==> config.mk <==
export PLATFORM = sky130hd
export DESIGN_NAME = amsb_bridge
export DESIGN_NICKNAME = d
export VERILOG_FILES = /design/src/include/amsb_pkg.sv /design/src/verilog/amsb_bridge.sv
export VERILOG_INCLUDE_DIRS = /design/src /design/src/include
export SDC_FILE = /design/constraint.sdc
export NUM_CORES = 1
export LEC_CHECK = 0
export BUFFER_PORTS_ARGS = -buffer_cell sky130_fd_sc_hd__buf_2
export CAP_MARGIN = 10
export CORE_MARGIN = 2
export CORE_UTILIZATION = 25
export CTS_BUF_LIST = sky130_fd_sc_hd__clkbuf_4 sky130_fd_sc_hd__clkbuf_8
export CTS_CLUSTER_DIAMETER = 30
export DETAILED_ROUTE_END_ITERATION = 10
export HOLD_SLACK_MARGIN = 0.1
export PLACE_DENSITY_LB_ADDON = 0.1
export SLEW_MARGIN = 20
export SYNTH_ARGS = -nofsm -noshare
export SYNTH_HDL_FRONTEND = slang
export SYNTH_SLANG_ARGS = --single-unit
==> constraint.sdc <==
create_clock -name clk -period 2 [get_ports clk]
set_clock_uncertainty 0.15 [all_clocks]
set_input_delay 0.1 -clock clk [delete_from_list [all_inputs] [get_ports clk]]
set_output_delay 0.1 -clock clk [all_outputs]
set_load 0.03 [all_outputs]
==> src/include/amsb_defs.svh <==
// Constants of the addressable multidrop scan bridge
`ifndef AMSB_DEFS_SVH
`define AMSB_DEFS_SVH

`define AMSB_IR_W       8
`define AMSB_ADDR_W     6
`define AMSB_NPORT      3
`define AMSB_CAP_LSB    2'h1
`define AMSB_ADDR_LSB   2
`define AMSB_BCAST_ADDR 6'h3a
`define AMSB_MODE_RST   3'h1
`define AMSB_INS_BYPASS 8'hff
`define AMSB_INS_MODSEL 8'h8e
`define AMSB_INS_UNPARK 8'he7
`define AMSB_INS_PPARK  8'h8b
`define AMSB_INS_GOWAIT 8'hc3

`endif

==> src/include/amsb_pkg.sv <==
// Types of the addressable multidrop scan bridge
package amsb_pkg;

    typedef enum logic [3:0] {
        TLR, RTI, SEL_DR, CAP_DR, SH_DR, EX1_DR, PAU_DR, EX2_DR, UPD_DR,
        SEL_IR, CAP_IR, SH_IR, EX1_IR, PAU_IR, EX2_IR, UPD_IR
    } amsb_tap_t;

    // Where a parked local port rests
    typedef enum logic [1:0] {
        PK_IDLE, PK_PDR, PK_PIR
    } amsb_park_t;

    // Backplane pins after synchronising
    typedef struct packed {
        logic tck;
        logic tms;
        logic tdi;
        logic trstN;
    } amsb_bp_t;

endpackage

==> src/verilog/amsb_bridge.sv <==
// Addressable bridge from a multidrop backplane test bus to local scan ports
`timescale 1ns/100ps
`default_nettype none
`include "amsb_defs.svh"

// Behaviour
// Instruction capture loads slot address above the pattern 01.
// Controller treats matching returned capture as a selected bridge.
// Unselected bridges release return data so it reads all ones.
// Address matching slot inputs, shifted while waiting, selects the bridge.
// Mode-select instruction puts mode register in path; it picks ports.
// Mode register resets to the first local port alone.
// Enabled unparked local ports are concatenated into one chain.
// Connect instruction attaches a parked port on reaching its rest state (Run-Test/Idle after reset, else its pause state).
// Instruction, bypass and pad bits stay in the path while connected.
// Return-to-wait deselects the bridge and waits for an address.
// Reset on test reset low or on a clock in Test-Logic-Reset, reached by five clocks with mode select high.
// Pause-park: Exit1-DR to Update-DR parks port in Pause-DR.
// Return-to-wait via Exit1-IR to Update-IR parks port in Pause-IR.
// Pause-park reconnects a parked port in the matching pause state.
// Broadcast address selects every bridge at once.
// Three local ports, each parked or connected on its own.
// Controller updates external test on all cards via broadcast.
// Six-bit slot address compared, up to 63 bridges.
// A parked port's mode select is held to keep it stable.
module amsb_bridge #(
    parameter int NPORT = `AMSB_NPORT
) (
    // Clock and reset
    input  wire logic             clk,
    input  wire logic             reset_n,
    // Backplane test bus
    input  wire logic             bpTck,
    input  wire logic             bpTms,
    input  wire logic             bpTdi,
    input  wire logic             bpTrst_n,
    output logic                  bpTdo,
    output logic                  bpTdoOe_n,
    // Card slot address
    input  wire logic [5:0]       slotAddr,
    // Local scan ports
    output logic [NPORT-1:0]      lspTck,
    output logic [NPORT-1:0]      lspTms,
    output logic [NPORT-1:0]      lspTdi,
    input  wire logic [NPORT-1:0] lspTdo,
    // Status
    output logic                  selected
);

    amsb_pkg::amsb_bp_t   bpS1_r, bpS2_r;
    logic                 tckPrev_r;
    logic [5:0]           slotS1_r, slotS2_r;
    logic [NPORT-1:0]     tdoS1_r, tdoS2_r;

    amsb_pkg::amsb_tap_t  tap_r, tapNxt;
    logic [7:0]           ir_r;
    logic [7:0]           instr_r;
    logic                 sel_r, selAddr_r;
    logic [NPORT-1:0]     mode_r, modeSh_r;
    logic                 bypass_r, pad_r;
    logic [NPORT-1:0]     parked_r;
    amsb_pkg::amsb_park_t parkAt_r [NPORT];

    // Synchronisers; only second stages are read
    always_ff @(posedge clk) begin
        bpS1_r   <= '{tck: bpTck, tms: bpTms, tdi: bpTdi, trstN: bpTrst_n};
        bpS2_r   <= bpS1_r;
        slotS1_r <= slotAddr;
        slotS2_r <= slotS1_r;
        tdoS1_r  <= lspTdo;
        tdoS2_r  <= tdoS1_r;
        tckPrev_r <= bpS2_r.tck;
    end

    wire tckRise = bpS2_r.tck & ~tckPrev_r;
    wire tckFall = ~bpS2_r.tck & tckPrev_r;
    wire tms     = bpS2_r.tms;
    wire hardRst = ~reset_n | ~bpS2_r.trstN;

    // Backplane TAP sequencing
    always_comb begin
        unique case (tap_r)
            amsb_pkg::TLR:    tapNxt = tms ? amsb_pkg::TLR    : amsb_pkg::RTI;
            amsb_pkg::RTI:    tapNxt = tms ? amsb_pkg::SEL_DR : amsb_pkg::RTI;
            amsb_pkg::SEL_DR: tapNxt = tms ? amsb_pkg::SEL_IR : amsb_pkg::CAP_DR;
            amsb_pkg::CAP_DR: tapNxt = tms ? amsb_pkg::EX1_DR : amsb_pkg::SH_DR;
            amsb_pkg::SH_DR:  tapNxt = tms ? amsb_pkg::EX1_DR : amsb_pkg::SH_DR;
            amsb_pkg::EX1_DR: tapNxt = tms ? amsb_pkg::UPD_DR : amsb_pkg::PAU_DR;
            amsb_pkg::PAU_DR: tapNxt = tms ? amsb_pkg::EX2_DR : amsb_pkg::PAU_DR;
            amsb_pkg::EX2_DR: tapNxt = tms ? amsb_pkg::UPD_DR : amsb_pkg::SH_DR;
            amsb_pkg::UPD_DR: tapNxt = tms ? amsb_pkg::SEL_DR : amsb_pkg::RTI;
            amsb_pkg::SEL_IR: tapNxt = tms ? amsb_pkg::TLR    : amsb_pkg::CAP_IR;
            amsb_pkg::CAP_IR: tapNxt = tms ? amsb_pkg::EX1_IR : amsb_pkg::SH_IR;
            amsb_pkg::SH_IR:  tapNxt = tms ? amsb_pkg::EX1_IR : amsb_pkg::SH_IR;
            amsb_pkg::EX1_IR: tapNxt = tms ? amsb_pkg::UPD_IR : amsb_pkg::PAU_IR;
            amsb_pkg::PAU_IR: tapNxt = tms ? amsb_pkg::EX2_IR : amsb_pkg::PAU_IR;
            amsb_pkg::EX2_IR: tapNxt = tms ? amsb_pkg::UPD_IR : amsb_pkg::SH_IR;
            amsb_pkg::UPD_IR: tapNxt = tms ? amsb_pkg::SEL_DR : amsb_pkg::RTI;
        endcase
    end

    // Decodes
    wire logic [5:0] irAddr   = ir_r[7:`AMSB_ADDR_LSB];
    wire logic       addrHit  = (irAddr == slotS2_r);
    wire logic       bcastHit = (irAddr == `AMSB_BCAST_ADDR);
    wire logic       isModSel = (instr_r == `AMSB_INS_MODSEL);
    wire logic       isPPark  = (instr_r == `AMSB_INS_PPARK);
    wire logic       isUnpark = (instr_r == `AMSB_INS_UNPARK);
    wire logic       parkDr   = sel_r & isPPark & tms
                                & (tap_r == amsb_pkg::EX1_DR);
    wire logic       parkIr   = sel_r & tms & (tap_r == amsb_pkg::EX1_IR)
                                & (ir_r == `AMSB_INS_GOWAIT);
    wire logic       irScan   = (tap_r == amsb_pkg::SH_IR);
    wire logic       drScan   = (tap_r == amsb_pkg::SH_DR);
    wire logic       bridgeOut = irScan ? ir_r[0]
                               : (isModSel ? modeSh_r[0] : bypass_r);
    wire logic       drive    = sel_r & selAddr_r & (irScan | drScan);

    // Serial path through the pad bit and each enabled, connected port
    logic [NPORT:0]   chainSrc;
    logic [NPORT-1:0] inChain;
    always_comb begin
        chainSrc[0] = pad_r;
        for (int k = 0; k < NPORT; k++) begin
            inChain[k]    = mode_r[k] & ~parked_r[k];
            chainSrc[k+1] = inChain[k] ? tdoS2_r[k] : chainSrc[k];
        end
    end

    // Bridge registers on backplane clock rise
    always_ff @(posedge clk) begin
        if (hardRst || (tckRise && tap_r == amsb_pkg::TLR)) begin
            tap_r     <= amsb_pkg::TLR;
            ir_r      <= `AMSB_INS_BYPASS;
            instr_r   <= `AMSB_INS_BYPASS;
            sel_r     <= 1'b0;
            selAddr_r <= 1'b0;
            mode_r    <= NPORT'(`AMSB_MODE_RST);
            modeSh_r  <= '0;
            bypass_r  <= 1'b0;
            pad_r     <= 1'b1;
            if (hardRst) begin
                tap_r <= amsb_pkg::TLR;
            end else begin
                tap_r <= tapNxt;
            end
        end else if (tckRise) begin
            tap_r <= tapNxt;
            if (irScan || drScan) begin
                pad_r <= bridgeOut;
            end
            unique case (tap_r)
                amsb_pkg::CAP_IR: ir_r <= {slotS2_r, `AMSB_CAP_LSB};
                amsb_pkg::SH_IR:  ir_r <= {bpS2_r.tdi, ir_r[7:1]};
                amsb_pkg::UPD_IR: begin
                    if (!sel_r) begin
                        sel_r     <= addrHit | bcastHit;
                        selAddr_r <= addrHit & ~bcastHit;
                        instr_r   <= `AMSB_INS_BYPASS;
                    end else if (ir_r == `AMSB_INS_GOWAIT) begin
                        sel_r     <= 1'b0;
                        selAddr_r <= 1'b0;
                        instr_r   <= `AMSB_INS_BYPASS;
                    end else begin
                        instr_r <= ir_r;
                    end
                end
                amsb_pkg::CAP_DR: begin
                    modeSh_r <= mode_r;
                    bypass_r <= 1'b0;
                end
                amsb_pkg::SH_DR: begin
                    if (isModSel) begin
                        modeSh_r <= {bpS2_r.tdi, modeSh_r[NPORT-1:1]};
                    end else begin
                        bypass_r <= bpS2_r.tdi;
                    end
                end
                amsb_pkg::UPD_DR: begin
                    if (sel_r && isModSel) begin
                        mode_r <= modeSh_r;
                    end
                end
                default: ;
            endcase
        end
    end

    // Park and connect of each local port
    for (genvar k = 0; k < NPORT; k++) begin : g_port
        wire amsb_pkg::amsb_tap_t restState =
            (parkAt_r[k] == amsb_pkg::PK_PDR) ? amsb_pkg::PAU_DR :
            (parkAt_r[k] == amsb_pkg::PK_PIR) ? amsb_pkg::PAU_IR : amsb_pkg::RTI;
        wire logic connectNow = parked_r[k] & mode_r[k] & sel_r
                                & (isUnpark | isPPark)
                                & (tapNxt == restState);
        wire logic parkNow = ~parked_r[k] & (parkDr | parkIr);

        always_ff @(posedge clk) begin
            if (hardRst || (tckRise && tap_r == amsb_pkg::TLR)) begin
                parked_r[k] <= 1'b1;
                parkAt_r[k] <= amsb_pkg::PK_IDLE;
            end else if (tckRise) begin
                if (connectNow) begin
                    parked_r[k] <= 1'b0;
                end else if (parkNow && parkDr) begin
                    parked_r[k] <= 1'b1;
                    parkAt_r[k] <= amsb_pkg::PK_PDR;
                end else if (parkNow) begin
                    parked_r[k] <= 1'b1;
                    parkAt_r[k] <= amsb_pkg::PK_PIR;
                end
            end
        end

        // Local mode select and data pins change on the backplane falling edge; local clock follows it
        always_ff @(posedge clk) begin
            if (!reset_n) begin
                lspTck[k] <= 1'b0;
                lspTms[k] <= 1'b0;
                lspTdi[k] <= 1'b1;
            end else begin
                lspTck[k] <= bpS2_r.tck;
                if (tckFall) begin
                    lspTms[k] <= (parked_r[k] | parkNow) ? 1'b0 : tms;
                    lspTdi[k] <= chainSrc[k];
                end
            end
        end
    end

    // Backplane return data
    always_ff @(posedge clk) begin
        if (!reset_n) begin
            bpTdo     <= 1'b1;
            bpTdoOe_n <= 1'b1;
            selected  <= 1'b0;
        end else begin
            selected <= sel_r;
            if (tckFall) begin
                bpTdo     <= chainSrc[NPORT];
                bpTdoOe_n <= ~drive;
            end
        end
    end

endmodule
`default_nettype wire

* After elaboration in Yosys (flattened, before gate mapping) *
Memory sizes are Yosys's and may differ from the RTL's.
Cells that the tools add are included.

storage, ports and cells
  memories = 1
  output and inout bits = 12
  bits in writable memories = 6
  bits in registers = 70
  input bits = 15
  word-level logic and storage cells = 239

operators by class
  reduce and logical (&&, ||, !) cells = 27
  equal/unequal tests = 33
  mux-type cells = 91
  bitwise logic cells = 52

memories
  name      depth  width  read ports  clocked after memory_dff  wr ports  RTL line           source
  parkAt_r  3      2      3           0                         3         amsb_bridge.sv:62  amsb_pkg::amsb_park_t parkAt_r [NPORT];

operators by type and width
  cell                                                 number
  two-way mux 1 bit                                    60
  two-way mux 4 bit                                    13
  one-hot mux 4 bit (12 select lines)                  1
  equality test 4 bit, second input constant           8
  equality test 8 bit, second input constant           4
  AND 1 bit                                            29
  two-way mux 2 bit                                    9
  equality test 4 x 3 -> 1 bit, second input constant  4
  two-way mux 8 bit                                    2
  one-hot mux 8 bit (2 select lines)                   1
  OR 1 bit                                             14
  equality test 4 bit                                  3
  AND reduction 2 bit                                  6
  AND reduction 3 bit                                  4
  two-way mux 3 bit                                    3
  inverter 1 bit                                       9
  nonzero test 3 bit                                   3
  equality test 4 x 2 -> 1 bit, second input constant  2
  equality test 2 x 1 -> 1 bit, second input constant  3
  equality test 2 bit, second input constant           3
  equality test 6 bit                                  1
  equality test 6 bit, second input constant           1
  one-hot mux 3 bit (2 select lines)                   1
  nonzero test 2 bit                                   3
  other kinds (9)                                      16

* Longest topological paths before layout *
  depth after elaboration = 14
  depth in mapped cells = 8
  depth with buffers taken out = 7

* Worst setup path after synthesis *
OpenSTA, ideal clock, no wires.

  path kind = flip-flop to flip-flop
  start point = memory parkAt_r[0][1] in the netlist's numbering
  end point = register parked_r[0]
  data arrival time = 1.767 ns
  required time = 1.726 ns
  setup time = 0.124 ns
  slack = -0.041 ns
  cell stages (with the launch flop) = 8
  period minus slack after synthesis = 2.041 ns
  buffers on the path = 1
  cell sequence = edfxtp_1 -> inv_1 -> ha_1 -> clkbuf_1 -> mux4_2 -> mux2_2 -> a21oi_1 -> a31oi_1

RTL lines
  item                            RTL line            source
  start: declaration              amsb_bridge.sv:62
  end signal: indexed assignment  amsb_bridge.sv:201  parked_r[k] <= 1'b1;
  end signal: indexed assignment  amsb_bridge.sv:205  parked_r[k] <= 1'b0;
  end signal: indexed assignment  amsb_bridge.sv:207  parked_r[k] <= 1'b1;
  end: declaration                amsb_bridge.sv:61   logic [NPORT-1:0] parked_r;

* Worst setup path after layout *
  start point = register tap_r[0]
  end point = register parked_r[0]

between the ends
  word-level cells in the longest chain between the ends = 8
  elaborated cells between the ends (all ways) = 34
  those cells by class = eq/ne: 16; mux: 3; bitwise: 6; reduce/logical: 9

ends and longest elaborated chain
  item                                                                                         RTL line            source
  start: declaration                                                                           amsb_bridge.sv:55   amsb_pkg::amsb_tap_t tap_r, tapNxt;
  start signal: assignment                                                                     amsb_bridge.sv:133  tap_r <= amsb_pkg::TLR;
  start signal: assignment                                                                     amsb_bridge.sv:143  tap_r <= amsb_pkg::TLR;
  start signal: assignment                                                                     amsb_bridge.sv:145  tap_r <= tapNxt;
  parallel branches: the longest is 8 deep, another holds one-hot mux 4 bit (12 select lines)  -

Parallel ways; which one is timed is not known.
A chain may end at the register's enable or synchronous reset.

==> flow_summary.json <==
{
  "hold_path_end": "bpS2_r[3]",
  "clkTransAtPathRegs_ns": 0.09,
  "crit_path_cell_trace": "buf_4, nand2b_4, mux4_2, mux2_2, a21oi_2, a31oi_1",
  "numCtsBuffers": 9,
  "synth_seq_area_share": 0.452,
  "core_sq_mm": 0.0139,
  "grt_pass1_vias": 3013,
  "grt_pass1_wl_um": 15400,
  "grt.total_usage": 0.133,
  "violations": "setup timing",
  "vias": 3030,
  "synth_area_leaders": "dfxtp_1 (37%), edfxtp_1 (8.4%), mux2i_1 (5.0%), nand2_1 (4.2%), o21ai_0 (2.7%)",
  "wire_per_inst_um": 14.7,
  "p_sw_frac": 0.264,
  "max_stage_delay_ns": 0.46,
  "dp_hpwl_um": 7190,
  "overflow": 0,
  "hold_viol": 0,
  "min_from": "bpS1_r[3]",
  "clock_latency_ns": 0.36,
  "root_buffer": "clkbuf_8",
  "drc": 0,
  "htreeDepth": 3,
  "timing.critical_path.buf_inv": 1,
  "synthCells": 377,
  "utilization": 0.344,
  "worstSetupPathType": "flip-flop to flip-flop",
  "comb_power_share": 0.145,
  "critPathSlowestCell": "mux4_2",
  "drtAntennaViolNets": 0,
  "cts_tree": "built",
  "run_status": "complete, but fails checks",
  "power_density_mw_per_mm2": 690,
  "worst-path-max-fanout": 5,
  "clockPowerShare": 0.365,
  "setup_viol": 2,
  "irDropWorstVdd_mv": 0.457,
  "critical_path.top_delay_family": "multiplexers",
  "p_int_mw": 2.43,
  "async_flop_share": 0,
  "clock.fmax_mhz": 493,
  "nNetsFinal": 491,
  "ys.warnings.count": 0,
  "timing.rr.start": "tap_r[0]",
  "worstHoldPathCells": 0,
  "placed_cell_area_sq_mm": 0.00432,
  "hold_ws_ns": 0.170,
  "min_period_over_period": 1.01,
  "clock_sinks": 76,
  "clockBufferDepth": 2,
  "crit_arrival_ns": 2.12,
  "seqPwrFrac": 0.490,
  "routed_wl_um": 9640,
  "instances_no_fill": 655,
  "synth_ff_type": "dfxtp_1",
  "die_h_um": 124,
  "p_switching_mw": 0.872,
  "gp_congestion": 0.820,
  "antenna_found_initial": 0,
  "num_rows": 43,
  "finalCriticalPeriod_ns": 2.03,
  "required_ns": 2.10,
  "tightest_slew_ns": 0.449,
  "diodes": 0,
  "vias_per_cell": 4.63,
  "fin_ws_ns": -0.0297,
  "syn_nets": 398,
  "die-width_um": 124,
  "synth_edf_count": 10,
  "initial_core_util": 0.257,
  "cap_violations": 0,
  "dp_cells": 623,
  "cp-start-kind": "flip-flop",
  "dieArea_sq_mm": 0.0153,
  "io_pins": 27,
  "maxSlewViolCount": 0,
  "drive_above_1_share": 0.309,
  "slew_headroom": 0.700,
  "p_leak_nw": 1.94,
  "synth_seq_cells": 76,
  "synth_cell_types": 55,
  "synth.largest_area_cell": "dfxtp_1",
  "firstDrtPassIters": 4,
  "rsz0062_at_grt": "yes",
  "worst_setup_path_end_kind": "flip-flop",
  "rr_endpoint": "parked_r[0]",
  "stdcell_area_sq_mm": 0.00479,
  "hold_class": "flip-flop to flip-flop",
  "synth.avg_cell_area_sq_um": 9.51,
  "io_buffers": 26,
  "netlist.area_leader.share": 0.369,
  "netlist_area_sq_mm": 0.00358,
  "drtIter0Drc": 133,
  "synthToLayoutAreaGrowth_pct": 33.6,
  "r2r_slack_ns": -0.03,
  "grt_max_degree": 15,
  "reg2regPathDepth": 6
}
registers in the layout (all words and copies together), names as in the netlist, 4 cells and up:
name      cells
ir_r          8
parkAt_r      6
tap_r         4
instr_r       8
bpS1_r        4
slotS1_r      6
slotS2_r      6
stage by stage:
step | setup TNS (ns) | worst slack [ns] | power [mW]
after floorplan | -0.0612 | -0.0153 | 1.92
after global placement | -0.538 | -0.101 | 2.08
after detailed placement | -0.773 | -0.125 | 2.09
after CTS | -0.0347 | -0.0276 | 3.33
after global routing | -0.671 | -0.0991 | 3.44
final | -0.0307 | -0.0297 | 3.30
cell usage in the layout (no fill, tap or decap), drive strengths merged, types with 4 or more instances in the layout:
cell type    instances
a211oi               6
a21oi               13
a31oi                7
and2                 8
and3                 7
buf                 93
clkbuf              10
dfxtp               66
dlygate4sd3         14
edfxtp              10
ha                   6
inv                 16
mux2                 5
mux2i               18
nand2               41
nand2b               7
nand3                6
nand4                8
nor2                23
nor2b                9
nor3                 4
nor3b                5
nor4                 6
o211ai              11
o21ai               19
o22ai                5
xnor2                5
xor2                 8
logic make-up (layout without fill, tap and decap cells):
family	count (synthesis)	after routing	share of synthesized area
AND/OR/NAND/NOR	135	135	0.205
AO/OA/AOI/OAI	81	81	0.153
flip-flops	76	76	0.452
buffers and inverters	40	138	0.0517
multiplexers	26	26	0.0848
XOR/XNOR	13	13	0.0318
adder cells (fa/ha/maj)	6	6	0.0209
power groups by stage:
stage | clock network (mW) | logic (mW) | registers (mW)
floorplan | 0 | 0.254 | 1.66
global placement | 0 | 0.428 | 1.65
detailed placement | 0 | 0.430 | 1.65
CTS | 1.24 | 0.466 | 1.62
global route | 1.29 | 0.525 | 1.62
finish | 1.20 | 0.480 | 1.62
layer usage:
layer	GRT usage	wire length (um)	up-vias
met3	0.0234	201	9
li1	-	-	1541
met5	0	0	-
met2	0.219	4510	35
met1	0.175	4790	1445
met4	0.0483	139	0
area by class of cell:
cell class,instances,area (sq um)
Clock buffer,10,138
Timing Repair Buffer,107,793
Sequential cell,76,1620
Inverter,15,56.3
Clock inverter,6,62.6
Multi-Input combinational cell,261,1890
Tap cell,180,225
Fill cell,1397,9150
how the worst max path moves through the flow:
stage	startpoint	end	slack (ns)	cells after the start
5_1_grt	tap_r[0]	parkAt_r[0][0]	-0.1	6
2_1_floorplan	tap_r[0]	parkAt_r[0][0]	-0.02	6
3_3_place_gp	tap_r[0]	parked_r[0]	-0.10	6
4_1_cts	tap_r[0]	parked_r[0]	-0.03	6
3_5_place_dp	tap_r[1]	parkAt_r[0][0]	-0.13	6
6_report	tap_r[0]	parked_r[0]	-0.03	6
timing repair:
item	4_1_cts	5_1_grt
pin swaps	1	8
endpoints found under the setup margin	11	24
setup buffers	1	1
gates resized for setup	15	19
hold buffers	14	0
hold endpoints to repair	23	0
cell usage after synthesis, drive strengths merged (5+ instances only):
cell    number
xnor2        5
dfxtp       66
mux2         5
mux2i       18
and3         7
o21ai       19
edfxtp      10
nor2        23
a21oi       13
ha           6
buf         13
a31oi        7
inv         15
nor3b        5
xor2         8
nand2b       7
nand2       41
o22ai        5
clkbuf      12
o211ai      11
nand4        8
nor2b        9
nor4         6
a211oi       6
and2         8
nand3        6
(Power assumes the default switching activity.)
